### src/design/dmag_pkg.sv
// ============================================================
// Shared constants of the data memory address generator
package dmag_pkg;
  // Widths of the data path, the address and the bank number, and the pointer and bank counts
  localparam int ADDR_W = 12;
  localparam int DATA_W = 8;
  localparam int BANK_W = 4;
  localparam int NUM_PTRS = 3;
  localparam int NUM_BANKS = 16;

  // Fast access region: offsets below the split go to bank zero, the rest to bank fifteen
  localparam logic [7:0] ACCESS_SPLIT = 8'h80;
  localparam logic [3:0] ACCESS_LOW_BANK = 4'h0;
  localparam logic [3:0] SFR_BANK = 4'hF;

  // Register addresses inside the special function bank
  localparam logic [11:0] BANK_SELECT_ADDR = 12'hFD0;
  localparam logic [11:0] PTR_BLK0 = 12'hFE8;
  localparam logic [11:0] PTR_BLK_STEP = 12'h008;

  // Sub-address within one pointer's block of eight locations
  localparam logic [2:0] SUB_OFFSET_IDX = 3'h0;
  localparam logic [2:0] SUB_PRE_INC = 3'h1;
  localparam logic [2:0] SUB_POST_DEC = 3'h2;
  localparam logic [2:0] SUB_POST_INC = 3'h3;
  localparam logic [2:0] SUB_PLAIN = 3'h4;
  localparam logic [2:0] SUB_HIGH = 3'h5;
  localparam logic [2:0] SUB_LOW = 3'h6;

  // Reset values and fixed read values
  localparam logic [3:0] BANK_SELECT_RST = 4'h0;
  localparam logic [11:0] PTR_RST = 12'h000;
  localparam logic [7:0] DATA_ZERO = 8'h00;
  localparam logic [3:0] UPPER_ZERO = 4'h0;
endpackage

### src/design/dmag_ptr_reg.sv
`timescale 1ns/1ps
// ============================================================
// One indirect pointer: a high and a low byte that act as one counter
module dmag_ptr_reg #(
  parameter int W = 12
) (
  // Clock and reset
  input wire logic clock,
  input wire logic rstn,
  // Update requests
  input wire logic inc,
  input wire logic dec,
  input wire logic wr_high,
  input wire logic wr_low,
  input wire logic [7:0] wdata,
  // Pointer value
  output logic [W-1:0] ptr
);
  logic [W-1:0] next_ptr;

  // A byte write beats any pending step, so software can reload a pointer it walks
  always_comb begin
    next_ptr = ptr;
    if (wr_high || wr_low) begin
      if (wr_high) begin
        next_ptr[W-1:8] = wdata[W-9:0];
      end
      if (wr_low) begin
        next_ptr[7:0] = wdata;
      end
    end else if (inc) begin
      next_ptr = ptr + 1'b1;
    end else if (dec) begin
      next_ptr = ptr - 1'b1;
    end
  end

  // Pointer storage
  always_ff @(posedge clock or negedge rstn) begin
    if (!rstn) begin
      ptr <= dmag_pkg::PTR_RST;
    end else begin
      ptr <= next_ptr;
    end
  end

  write_wins_a: assert property (@(posedge clock) disable iff (!rstn)
    wr_low && (inc || dec) |=> ptr[7:0] == $past(wdata))
    else $error("pointer step overrode a low byte write");

  carry_high_a: assert property (@(posedge clock) disable iff (!rstn)
    inc && !wr_high && !wr_low && ptr[7:0] == 8'hFF |=> ptr[W-1:8] == $past(ptr[W-1:8]) + 1'b1)
    else $error("increment did not carry into high byte");
endmodule

### src/design/dmag_core.sv
`timescale 1ns/1ps
module dmag_core #(
  parameter int BANKS_IMPL = 16
) (
  // Clock and reset
  input wire logic clock,
  input wire logic rstn,
  // Access request from the execute stage
  input wire logic req,
  input wire logic req_write,
  input wire logic [7:0] file_offset,
  input wire logic access_sel,
  input wire logic full_move,
  input wire logic [11:0] full_addr,
  input wire logic [7:0] wdata,
  input wire logic [7:0] working_reg,
  // Bank literal load
  input wire logic bank_literal_load,
  input wire logic [7:0] bank_literal,
  // Data RAM
  input wire logic [7:0] ram_rdata,
  output logic [11:0] ram_addr,
  output logic ram_rd,
  output logic ram_wr,
  output logic [7:0] ram_wdata,
  // Answer to the execute stage
  output logic done,
  output logic [7:0] rd_data,
  output logic zero_force,
  output logic flags_hold
);
  // ============================================================
  // Pointer block decode
  // Returns {hit, pointer index, sub-address} for an address
  function automatic logic [5:0] ptr_dec(input logic [11:0] a);
    logic [5:0] r;
    logic [11:0] base;
    r = 6'h00;
    for (int n = 0; n < dmag_pkg::NUM_PTRS; n++) begin
      base = dmag_pkg::PTR_BLK0 - 12'(n) * dmag_pkg::PTR_BLK_STEP;
      if (a[11:3] == base[11:3]) begin
        r = {1'b1, 2'(n), a[2:0]};
      end
    end
    return r;
  endfunction

  // ============================================================
  // Pointers
  logic [11:0] ptr [dmag_pkg::NUM_PTRS];
  logic [2:0] inc_v;
  logic [2:0] dec_v;
  logic [2:0] wh_v;
  logic [2:0] wl_v;

  // Three independent pointers, each a high:low pair
  for (genvar g = 0; g < dmag_pkg::NUM_PTRS; g++) begin : g_ptr
    dmag_ptr_reg #(.W(dmag_pkg::ADDR_W)) u_ptr (
      .clock(clock),
      .rstn(rstn),
      .inc(inc_v[g]),
      .dec(dec_v[g]),
      .wr_high(wh_v[g]),
      .wr_low(wl_v[g]),
      .wdata(wdata),
      .ptr(ptr[g])
    );
  end

  // ============================================================
  // Address formation and target classification
  logic [3:0] bank_select;
  logic [3:0] next_bank_select;
  logic [11:0] eff;
  logic [11:0] tgt;
  logic [5:0] d1;
  logic [5:0] d2;
  logic indir;
  logic port_tgt;
  logic [1:0] pi;
  logic [7:0] rd_val;
  logic to_ram;
  logic [11:0] next_ram_addr;
  logic next_ram_rd;
  logic next_ram_wr;
  logic next_stage_busy;
  logic next_stage_ram;
  logic next_stage_zero;
  logic next_stage_hold;

  // One pass from operand to target; internal bytes never reach the RAM port
  always_comb begin
    inc_v = 3'h0;
    dec_v = 3'h0;
    wh_v = 3'h0;
    wl_v = 3'h0;
    pi = 2'h0;
    indir = 1'b0;
    rd_val = dmag_pkg::DATA_ZERO;
    to_ram = 1'b0;
    next_bank_select = bank_select;
    if (full_move) begin
      eff = full_addr;
    end else if (access_sel) begin
      eff = {bank_select, file_offset};
    end else if (file_offset < dmag_pkg::ACCESS_SPLIT) begin
      eff = {dmag_pkg::ACCESS_LOW_BANK, file_offset};
    end else begin
      eff = {dmag_pkg::SFR_BANK, file_offset};
    end
    d1 = ptr_dec(eff);
    tgt = eff;
    // A port address is never storage; it redirects through its pointer
    if (d1[5] && d1[2:0] <= dmag_pkg::SUB_PLAIN) begin
      indir = 1'b1;
      pi = d1[4:3];
      case (d1[2:0])
        dmag_pkg::SUB_PRE_INC: begin
          tgt = ptr[pi] + 1'b1;
          inc_v[pi] = req;
        end
        dmag_pkg::SUB_POST_INC: begin
          tgt = ptr[pi];
          inc_v[pi] = req;
        end
        dmag_pkg::SUB_POST_DEC: begin
          tgt = ptr[pi];
          dec_v[pi] = req;
        end
        dmag_pkg::SUB_OFFSET_IDX: begin
          tgt = ptr[pi] + {{4{working_reg[7]}}, working_reg};
        end
        default: begin
          tgt = ptr[pi];
        end
      endcase
    end
    d2 = ptr_dec(tgt);
    port_tgt = indir && d2[5] && d2[2:0] <= dmag_pkg::SUB_PLAIN;
    if (port_tgt) begin
      rd_val = dmag_pkg::DATA_ZERO;
    end else if (tgt == dmag_pkg::BANK_SELECT_ADDR) begin
      rd_val = {dmag_pkg::UPPER_ZERO, bank_select};
      if (req && req_write) begin
        next_bank_select = wdata[3:0];
      end
    end else if (d2[5] && d2[2:0] == dmag_pkg::SUB_HIGH) begin
      rd_val = {dmag_pkg::UPPER_ZERO, ptr[d2[4:3]][11:8]};
      wh_v[d2[4:3]] = req && req_write;
    end else if (d2[5] && d2[2:0] == dmag_pkg::SUB_LOW) begin
      rd_val = ptr[d2[4:3]][7:0];
      wl_v[d2[4:3]] = req && req_write;
    end else if (int'(tgt[11:8]) >= BANKS_IMPL && tgt[11:8] != dmag_pkg::SFR_BANK) begin
      rd_val = dmag_pkg::DATA_ZERO;
    end else begin
      to_ram = 1'b1;
    end
    if (bank_literal_load) begin
      next_bank_select = bank_literal[3:0];
    end
    next_ram_addr = to_ram ? tgt : ram_addr;
    next_ram_rd = req && !req_write && to_ram;
    next_ram_wr = req && req_write && to_ram;
    next_stage_busy = req;
    next_stage_ram = req && !req_write && to_ram;
    next_stage_zero = req && !req_write && port_tgt;
    next_stage_hold = req && req_write && port_tgt;
  end

  // ============================================================
  // Pipeline: RAM strobes one cycle after the request, answer one later
  logic stage_busy;
  logic stage_ram;
  logic stage_zero;
  logic stage_hold;
  logic [7:0] stage_val;

  // RAM is read asynchronously, so its data is caught in the answer stage
  always_ff @(posedge clock or negedge rstn) begin
    if (!rstn) begin
      bank_select <= dmag_pkg::BANK_SELECT_RST;
      ram_addr <= dmag_pkg::PTR_RST;
      ram_rd <= 1'b0;
      ram_wr <= 1'b0;
      ram_wdata <= dmag_pkg::DATA_ZERO;
      stage_busy <= 1'b0;
      stage_ram <= 1'b0;
      stage_zero <= 1'b0;
      stage_hold <= 1'b0;
      stage_val <= dmag_pkg::DATA_ZERO;
      done <= 1'b0;
      rd_data <= dmag_pkg::DATA_ZERO;
      zero_force <= 1'b0;
      flags_hold <= 1'b0;
    end else begin
      bank_select <= next_bank_select;
      ram_addr <= next_ram_addr;
      ram_rd <= next_ram_rd;
      ram_wr <= next_ram_wr;
      ram_wdata <= wdata;
      stage_busy <= next_stage_busy;
      stage_ram <= next_stage_ram;
      stage_zero <= next_stage_zero;
      stage_hold <= next_stage_hold;
      stage_val <= rd_val;
      done <= stage_busy;
      rd_data <= stage_ram ? ram_rdata : stage_val;
      zero_force <= stage_zero;
      flags_hold <= stage_hold;
    end
  end

  // ============================================================
  // Checks
  localparam logic [11:0] PLAIN0 = dmag_pkg::PTR_BLK0 + 12'(dmag_pkg::SUB_PLAIN);
  localparam logic [11:0] POSTINC0 = dmag_pkg::PTR_BLK0 + 12'(dmag_pkg::SUB_POST_INC);

  access_low_a: assert property (@(posedge clock) disable iff (!rstn)
    req && req_write && !full_move && !access_sel && file_offset < 8'h80
    |=> ram_wr && ram_addr == {4'h0, $past(file_offset)})
    else $error("low access half mapped wrongly");

  access_high_a: assert property (@(posedge clock) disable iff (!rstn)
    req && req_write && !full_move && !access_sel && file_offset >= 8'h80
    && file_offset < 8'hD0
    |=> ram_wr && ram_addr == {4'hF, $past(file_offset)})
    else $error("high access half mapped wrongly");

  bank_map_a: assert property (@(posedge clock) disable iff (!rstn)
    req && !req_write && !full_move && access_sel && bank_select != 4'hF
    && int'(bank_select) < BANKS_IMPL |=> ram_rd && ram_addr == {$past(bank_select),
    $past(file_offset)})
    else $error("banked address wrong");

  full_move_a: assert property (@(posedge clock) disable iff (!rstn)
    req && full_move && full_addr[11:8] == 4'h1 |=> (ram_rd || ram_wr)
    && ram_addr == $past(full_addr))
    else $error("full address move not taken whole");

  bank_load_a: assert property (@(posedge clock) disable iff (!rstn)
    bank_literal_load |=> bank_select == $past(bank_literal[3:0]))
    else $error("bank literal load lost");

  unimpl_zero_a: assert property (@(posedge clock) disable iff (!rstn)
    req && !req_write && !full_move && access_sel && bank_select != 4'hF
    && int'(bank_select) >= BANKS_IMPL |=> !ram_rd ##1 done && rd_data == 8'h00 && !zero_force)
    else $error("unimplemented bank access reached RAM");

  post_inc_a: assert property (@(posedge clock) disable iff (!rstn)
    req && !req_write && full_move && full_addr == POSTINC0
    |=> ram_rd && ram_addr == $past(ptr[0]) && ptr[0] == $past(ptr[0]) + 1'b1)
    else $error("post-increment port misbehaved");

  port_read_a: assert property (@(posedge clock) disable iff (!rstn)
    req && !req_write && full_move && full_addr == PLAIN0 && ptr[0] == PLAIN0
    |-> ##2 done && zero_force && rd_data == 8'h00)
    else $error("port read through pointer not zero");

  port_write_a: assert property (@(posedge clock) disable iff (!rstn)
    req && req_write && full_move && full_addr == PLAIN0 && ptr[0] == PLAIN0
    |=> !ram_wr ##1 done && flags_hold && !zero_force)
    else $error("port write through pointer not a no-op");
endmodule

### config.mk
export PLATFORM = sky130hd
export DESIGN_NAME = dmag_core
export DESIGN_NICKNAME = d
export VERILOG_FILES = /design/src/design/dmag_pkg.sv /design/src/design/dmag_ptr_reg.sv /design/src/design/dmag_core.sv
export SDC_FILE = /design/constraint.sdc
export NUM_CORES = 1
export LEC_CHECK = 0
export BUFFER_PORTS_ARGS = -buffer_cell sky130_fd_sc_hd__buf_2
export CORE_AREA = 2 2 128 143
export CTS_CLUSTER_SIZE = 24
export DETAILED_ROUTE_END_ITERATION = 10
export DIE_AREA = 0 0 130 145
export PLACE_DENSITY = 0.55
export SYNTH_ARGS = -nofsm -noshare
export SYNTH_HDL_FRONTEND = slang
export SYNTH_HIERARCHICAL = 1
export SYNTH_SLANG_ARGS = --single-unit
### constraint.sdc
create_clock -name clock -period 15.65 [get_ports clock]
set_input_delay 0.7825 -clock clock [delete_from_list [all_inputs] [get_ports clock]]
set_output_delay 0.7825 -clock clock [all_outputs]
set_load 0.02 [all_outputs]
==> results of run 1 <==
-- power by group through the flow --
stage          clock network [mW]  logic [mW]  registers [mW]
2_1_floorplan                   0       0.151           0.249
3_3_place_gp                    0       0.213           0.249
3_5_place_dp                    0       0.216           0.249
4_1_cts                     0.221       0.216           0.245
5_1_grt                     0.230       0.240           0.247
6_report                    0.216       0.217           0.245
-- routing by layer --
metal / vias up / routed length [µm] / share of wire / GRT usage
li1: 2957 / - / - / -
met1: 3001 / 9050 / 0.45 / 0.290
met2: 222 / 9560 / 0.48 / 0.352
met3: 31 / 1050 / 0.052 / 0.0236
met4: 0 / 425 / 0.021 / 0.0715
met5: - / 0 / 0 / 0
-- cell usage in the layout (no fill, tap or decap), types with 9 or more instances in the layout --
cell type | synthesis | layout
sky130_fd_sc_hd__buf_2 | 6 | 86
sky130_fd_sc_hd__dfrtp_1 | 84 | 84
sky130_fd_sc_hd__a21oi_1 | 74 | 74
sky130_fd_sc_hd__nor2_1 | 63 | 63
sky130_fd_sc_hd__nand2_1 | 46 | 46
sky130_fd_sc_hd__ha_1 | 41 | 41
sky130_fd_sc_hd__o21ai_0 | 39 | 39
sky130_fd_sc_hd__inv_1 | 36 | 36
sky130_fd_sc_hd__xnor2_1 | 32 | 32
sky130_fd_sc_hd__mux2_2 | 22 | 22
sky130_fd_sc_hd__nor3_1 | 22 | 22
sky130_fd_sc_hd__o22ai_1 | 20 | 20
sky130_fd_sc_hd__a211oi_1 | 12 | 12
sky130_fd_sc_hd__o21bai_1 | 12 | 12
sky130_fd_sc_hd__and2_1 | 11 | 11
sky130_fd_sc_hd__o31ai_1 | 11 | 11
sky130_fd_sc_hd__a31oi_1 | 11 | 11
sky130_fd_sc_hd__mux2i_1 | 10 | 10
sky130_fd_sc_hd__a22oi_1 | 9 | 9
sky130_fd_sc_hd__nand3_1 | 9 | 9
sky130_fd_sc_hd__clkbuf_16 | 0 | 9
-- state kept, by name, indices dropped and copies added (netlist names) --
register / flops
g_ptr.u_ptr/ptr: 36
ram_addr: 12
ram_wdata: 8
rd_data: 8
stage_val: 8
bank_select: 4
done: 1
flags_hold: 1
ram_wr: 1
stage_busy: 1
stage_hold: 1
stage_ram: 1
stage_zero: 1
zero_force: 1
-- stage by stage --
| stage | power, mW | util |
|---|---|---|
| floorplan | 0.400 | - |
| global placement | 0.462 | 0.419 |
| detailed placement | 0.465 | 0.419 |
| CTS | 0.683 | 0.436 |
| global route | 0.717 | 0.436 |
| finish | 0.678 | 0.436 |
-- layout make-up --
cell class                 count  area share
inverter                      36      0.0178
multi-input combinational    603       0.566
timing repair buffer          91      0.0616
clock inverter                 5     0.00790
sequential                    84       0.277
clock buffer                  10      0.0314
tap                          238      0.0392
-- path summary, 6_finish.rpt --
check	startpoint	end	slack, ps
min in group asynchronous	rstn	ram_wdata[1]	620
setup reg to reg	bank_select[2]	g_ptr[1].u_ptr/ptr[11]	7490
setup / recovery	full_move	g_ptr[1].u_ptr/ptr[11]	7020
hold / removal	stage_busy	done	350
hold reg to reg	stage_busy	done	350
max in group asynchronous	rstn	ram_addr[2]	14360
-- logic make-up (layout without fill, tap and decap cells) --
| kind of cell | count (synthesis) | in the layout | synth area share |
|---|---|---|---|
| AOI/OAI and AO/OA | 260 | 260 | 0.260 |
| xor gates and xnor gates | 38 | 38 | 0.0497 |
| buffers and inverters | 66 | 142 | 0.0449 |
| adders and majority gates | 45 | 45 | 0.0886 |
| muxes | 41 | 41 | 0.0675 |
| DFF | 84 | 84 | 0.314 |
| and+or+nand+nor | 219 | 219 | 0.175 |
==> flow_metrics.env, run 1 <==
export IMPL_synth_seq_cells=84
export IMPL_total_die_area_um2=18900
export IMPL_timing_worst_setup_path_type="input pin to flop"
export IMPL_placement_io_buffers=87
export IMPL_firstDrtPassIters=5
export IMPL_finalSetupViolations=0
export IMPL_tritoncts="built"
export IMPL_core_um2=17400
export IMPL_post_cts_resized_instances=0
export IMPL_worstSetupStartpointType="input pin"
export IMPL_multiInputGateArea_um2=4300
export IMPL_n_antenna_cell=0
export IMPL_synth_yosys_seq_area_share=0.314
export IMPL_result_of_the_run="complete, no violations"
export IMPL_power_internal_mw=0.451
export IMPL_grt_pass1_vias=5975
export IMPL_worstPathCellList="buf_2, and4_1, a31oi_1, or4_1, nor2_1, o21ai_0, and2_1, ha_1, a211oi_1, o21ai_0, xor2_1, a2111oi_1, a22oi_1, or3_1, or2_1, and2_4, nand4b_1, nand4bb_1, nor2_1, o21bai_1, nor3b_1, a221oi_1"
export IMPL_clock_latency_ps=340
export IMPL_power_share_combinational=0.320
export IMPL_hold_viol=0
export IMPL_p_clk_frac=0.318
export IMPL_cp_top_family="simple AND/OR/NAND/NOR gates"
export IMPL_signed_area_change_from_the_synthesized_netlist_to_the_final_layout_pct=13.5
export IMPL_synth_fp_nets=857
export IMPL_timing_max_cap_violations=0
export IMPL_dpl_instance_area_um2=7300
export IMPL_route_detailed_vias_per_inst=5.82
export IMPL_floorplan_io_pins=92
export IMPL_yosys_warnings=6
export IMPL_worstMarginPinSlew_ps=1160
export IMPL_arrival_ps=8820
export IMPL_postSynthCellCount=753
export IMPL_netlist_top_cells_area="sky130_fd_sc_hd__dfrtp_1 31%, sky130_fd_sc_hd__ha_1 7.7%, sky130_fd_sc_hd__a21oi_1 5.5%, sky130_fd_sc_hd__xnor2_1 4.2%, sky130_fd_sc_hd__mux2_2 3.7%"
export IMPL_die_outline_height_um=145
export IMPL_synth_top_cells_by_count="84 x sky130_fd_sc_hd__dfrtp_1, 74 x sky130_fd_sc_hd__a21oi_1, 63 x sky130_fd_sc_hd__nor2_1"
export IMPL_p_switching_mw=0.227
export IMPL_worst_hold_path_num_cells=0
export IMPL_maximum_number_of_pins_on_one_net_before_global_route_repair=85
export IMPL_num_rows=51
export IMPL_stdcell_area_um2=7600
export IMPL_timing_slew_headroom=0.223
export IMPL_drt_iter0_drc=430
export IMPL_pwr_share_seq=0.362
export IMPL_grt_first_pass_wirelength_mm=31.6
export IMPL_max_vdd_ir_drop_uv=64.9
export IMPL_critical_path_endpoint_type="flop"
export IMPL_place_congestion=0.925
export IMPL_drt_drc_violations_left=0
export IMPL_pre_cts_setup_slack_ps=6860
export IMPL_cts_hold_fix_buffers=0
export IMPL_globalRouteOverflowTotal=0
export IMPL_layout_setup_ws_ps=7020
export IMPL_detail_route_antenna_nets=0
export IMPL_whs_ps=348
export IMPL_regArea_um2=2100
export IMPL_cts_root_buf="sky130_fd_sc_hd__clkbuf_16"
export IMPL_fraction_of_registers_with_async_set_or_reset_after_synthesis=1.00
export IMPL_post_cts_repair_setup_buffers=0
export IMPL_critical_path_max_stage_delay_ps=950
export IMPL_drive_gt1_frac=0.191
export IMPL_synth_top_area_frac=0.314
export IMPL_count_of_flip_flops_with_a_built_in_enable_after_synthesis=0
export IMPL_p_sw_frac=0.335
export IMPL_post_route_period_util=0.551
export IMPL_numCtsBuffers=9
export IMPL_report_final_slew_viol_count=0
export IMPL_hold_crit_path_type="flop to flop"
export IMPL_max_freq_mhz=116
export IMPL_nets=929
export IMPL_yosysTopAreaCell="sky130_fd_sc_hd__dfrtp_1"
export IMPL_r2r_worst_path_cells=21
export IMPL_clock_transition_at_path_regs_ps=60
export IMPL_tritoncts_num_sinks=84
export IMPL_place_detailed_hpwl_mm=15.7
export IMPL_syn_area_um2=6700
export IMPL_worstPathMaxFanout=26
export IMPL_total_leakage_power_nw=3.46
export IMPL_totalNegativeSetupSlack_ps=0
export IMPL_post_synth_cell_area_avg_um2=8.89
export IMPL_detail_route_wl_per_cell_um=18.8
export IMPL_layout_min_cycle_time_ps=8630
export IMPL_htree_num_levels=3
export IMPL_cp_required_ps=15840
export IMPL_final_instance_count_excl_fill=1067
export IMPL_die_width_um=130
export IMPL_skew_ps=7.97
export IMPL_critPathSlowestCell="sky130_fd_sc_hd__nor2_1"
export IMPL_cts_path_max_buffers=2
export IMPL_crit_buf_inv=1
export IMPL_overall_routed_net_length_mm=20.1
export IMPL_gr_usage_all_layers=0.214
export IMPL_dr_total_vias=6211
export IMPL_prevailing_post_synth_register_cell="sky130_fd_sc_hd__dfrtp_1"
export IMPL_power_density_cell_area_nw_per_um2=89.2
export IMPL_antenna_violations_before_repair=0
export IMPL_unique_masters_post_synth=72
export IMPL_setup_repair_after_global_routing_missed_its_margin="false"
export IMPL_final_fill_count=1732
export IMPL_post_place_cells=1052
export IMPL_start_util=0.384
export IMPL_crit_cells=22
export IMPL_most_common_cell_in_the_netlist="sky130_fd_sc_hd__dfrtp_1"
Power figures use the tool's default switching activity.
==> run 2, diff against run 1 <==
==> constraint.sdc (replaced) <==
create_clock -name clock -period 8.95 [get_ports clock]
set_input_delay 0.4475 -clock clock [delete_from_list [all_inputs] [get_ports clock]]
set_output_delay 0.4475 -clock clock [all_outputs]
set_load 0.02 [all_outputs]
==> run 2 against run 1 <==
Net effect: global-route usage increased by 0.091 points; power increased by 75%; sequential share of layout area decreased by 0.16 points; clock skew increased by 5.8 ps; combinational power increased by 75%; first-iteration DRC count increased by 9.5%; count of clock-buffer cells in the layout unchanged; critical endpoint is now g_ptr[2].u_ptr/ptr[6]; highest routed layer unchanged.
==> flow_metrics.env, run 2 (synthesis gave the netlist of run 1 again) <==
export IMPL_post_cts_repair_setup_buffers=0
export IMPL_place_congestion=0.959
export IMPL_reg_largest_list="g_ptr.u_ptr/ptr x36, ram_addr x12"
export IMPL_route_detailed_vias_per_inst=5.74
export IMPL_result_of_the_run="complete, no violations"
export IMPL_die_width_um=130
export IMPL_report_final_slew_viol_count=0
export IMPL_drt_drc_violations_left=0
export IMPL_cts_hold_fix_buffers=0
export IMPL_signed_area_change_from_the_synthesized_netlist_to_the_final_layout_pct=14.2
export IMPL_worstPathMaxFanout=26
export IMPL_critical_path_max_stage_delay_ps=580
export IMPL_post_cts_resized_instances=0
export IMPL_critical_path_endpoint_type="flop"
export IMPL_final_fill_count=1729
export IMPL_antenna_violations_before_repair=0
export IMPL_cp_required_ps=9180
export IMPL_cts_root_buf="sky130_fd_sc_hd__clkbuf_16"
export IMPL_arrival_ps=7970
export IMPL_detail_route_antenna_nets=0
export IMPL_dpl_instance_area_um2=7350
export IMPL_setup_repair_after_global_routing_missed_its_margin="false"
export IMPL_core_um2=17400
export IMPL_layout_cells_most_common_list="86 x sky130_fd_sc_hd__buf_2, 84 x sky130_fd_sc_hd__dfrtp_1, 74 x sky130_fd_sc_hd__a21oi_1"
export IMPL_floorplan_io_pins=92
export IMPL_critical_path_s_most_frequent_cell="sky130_fd_sc_hd__nor2_1"
export IMPL_finalSetupViolations=0
export IMPL_drt_iter0_drc=471
export IMPL_gr_usage_all_layers=0.215
export IMPL_clock_latency_ps=350
export IMPL_layout_min_cycle_time_ps=7730
export IMPL_max_vdd_ir_drop_uv=93.7
export IMPL_max_freq_mhz=129
export IMPL_total_die_area_um2=18900
export IMPL_place_detailed_hpwl_mm=15.9
export IMPL_pre_cts_setup_slack_ps=1010
export IMPL_post_route_period_util=0.864
export IMPL_stdcell_area_um2=7650
export IMPL_cts_path_max_buffers=2
export IMPL_dr_total_vias=6160
export IMPL_critPathSlowestCell="sky130_fd_sc_hd__o21bai_1"
export IMPL_maximum_number_of_pins_on_one_net_before_global_route_repair=45
export IMPL_die_outline_height_um=145
export IMPL_timing_slew_headroom=0.247
export IMPL_htree_num_levels=3
export IMPL_power_mw=1.19
export IMPL_timing_max_cap_violations=0
export IMPL_total_leakage_power_nw=3.48
export IMPL_detail_route_wl_per_cell_um=18.8
export IMPL_regArea_um2=2100
export IMPL_drive_gt1_frac=0.196
export IMPL_num_rows=51
export IMPL_max_flop_register="g_ptr.u_ptr/ptr"
export IMPL_largest_register_ff_count=36
export IMPL_worstPathCellList="buf_2, and4_1, a31oi_1, or4_1, buf_4, nor2_1, o21ai_0, and2_1, ha_1, a21oi_1, o21ai_0, xor2_1, a2111oi_1, a22oi_1, or3_1, or2_1, and2_4, or3_1, nand4bb_1, nor2_1, o21bai_1, nor2_1, a221oi_1"
export IMPL_multiInputGateArea_um2=4300
export IMPL_placement_io_buffers=87
export IMPL_numCtsBuffers=9
export IMPL_power_density_cell_area_nw_per_um2=155
export IMPL_start_util=0.384
export IMPL_grt_first_pass_wirelength_mm=31.9
export IMPL_clock_transition_at_path_regs_ps=70
export IMPL_totalNegativeSetupSlack_ps=0
export IMPL_overall_routed_net_length_mm=20.2
export IMPL_skew_ps=13.8
export IMPL_hold_crit_path_type="input pin to asynchronous set/reset pin"
export IMPL_hold_viol=0
export IMPL_worstMarginPinSlew_ps=1130
export IMPL_timing_worst_setup_path_type="input pin to flop"
export IMPL_tritoncts_num_sinks=84
export IMPL_layout_commonest_cell="sky130_fd_sc_hd__buf_2"
export IMPL_globalRouteOverflowTotal=0
export IMPL_final_instance_count_excl_fill=1074
export IMPL_post_place_cells=1058
export IMPL_firstDrtPassIters=5
export IMPL_layout_setup_ws_ps=1220
export IMPL_worstSetupStartpointType="input pin"
export IMPL_tritoncts="built"
export IMPL_grt_pass1_vias=6036
export IMPL_nets=935
export IMPL_n_antenna_cell=0
[run 2: changes by cell type in the layout (fill, tap and decap cells not counted)]
| cell | change |
|---|---|
| sky130_fd_sc_hd__clkbuf_8 | -1 |
| sky130_fd_sc_hd__clkbuf_1 | +1 |
| sky130_fd_sc_hd__clkinvlp_4 | +2 |
| sky130_fd_sc_hd__clkinv_2 | -1 |
| sky130_fd_sc_hd__buf_4 | +6 |
[run 2: stage by stage]
step	hold slack (ps)	util
after floorplan	152	-
after global placement	332	0.422
after detailed placement	337	0.422
after CTS	95.3	0.439
after global routing	118	0.439
final	68.7	0.439
[run 2: worst max-delay path, delay by kind of cell]
family,cells,cell delay (ps)
compound gates,8,2520
buf+inv,2,600
xor+xnor,1,200
fa+ha+maj,1,340
simple gates,11,3830
[run 2: cell type report]
| class | instances | area share |
|---|---|---|
| multi-input combinational | 603 | 0.562 |
| clock buffer | 10 | 0.0299 |
| sequential | 84 | 0.275 |
| tap | 238 | 0.0389 |
| timing repair buffer | 97 | 0.0671 |
| inverter | 36 | 0.0177 |
| clock inverter | 6 | 0.00916 |
[run 2: worst paths after layout]
path | from | to | slack, ps | depth (start not counted)
setup / recovery | full_move | g_ptr[2].u_ptr/ptr[6] | 1220 | 23
hold / removal | rstn | ram_wdata[2] | 70 | 1
setup reg to reg | bank_select[3] | g_ptr[2].u_ptr/ptr[6] | 1380 | 22
hold reg to reg | stage_busy | done | 350 | 0
max in group asynchronous | rstn | g_ptr[0].u_ptr/ptr[2] | 7910 | 2
min in group clock | wdata[6] | ram_wdata[6] | 270 | 1
[run 2: per-layer routing]
metal  track usage  share of wire  vias to the layer above
li1              -              -                     2962
met1         0.292           0.46                     2966
met2         0.349           0.47                      195
met3        0.0262          0.046                       37
met4        0.0747          0.028                        0
met5             0              0                        -
[run 2: power breakdown]
part,internal (mW),switching [mW],total [mW]
clock,0.218,0.161,0.379
sequential,0.402,0.0272,0.429
combinational,0.164,0.216,0.380
total,0.784,0.404,1.19
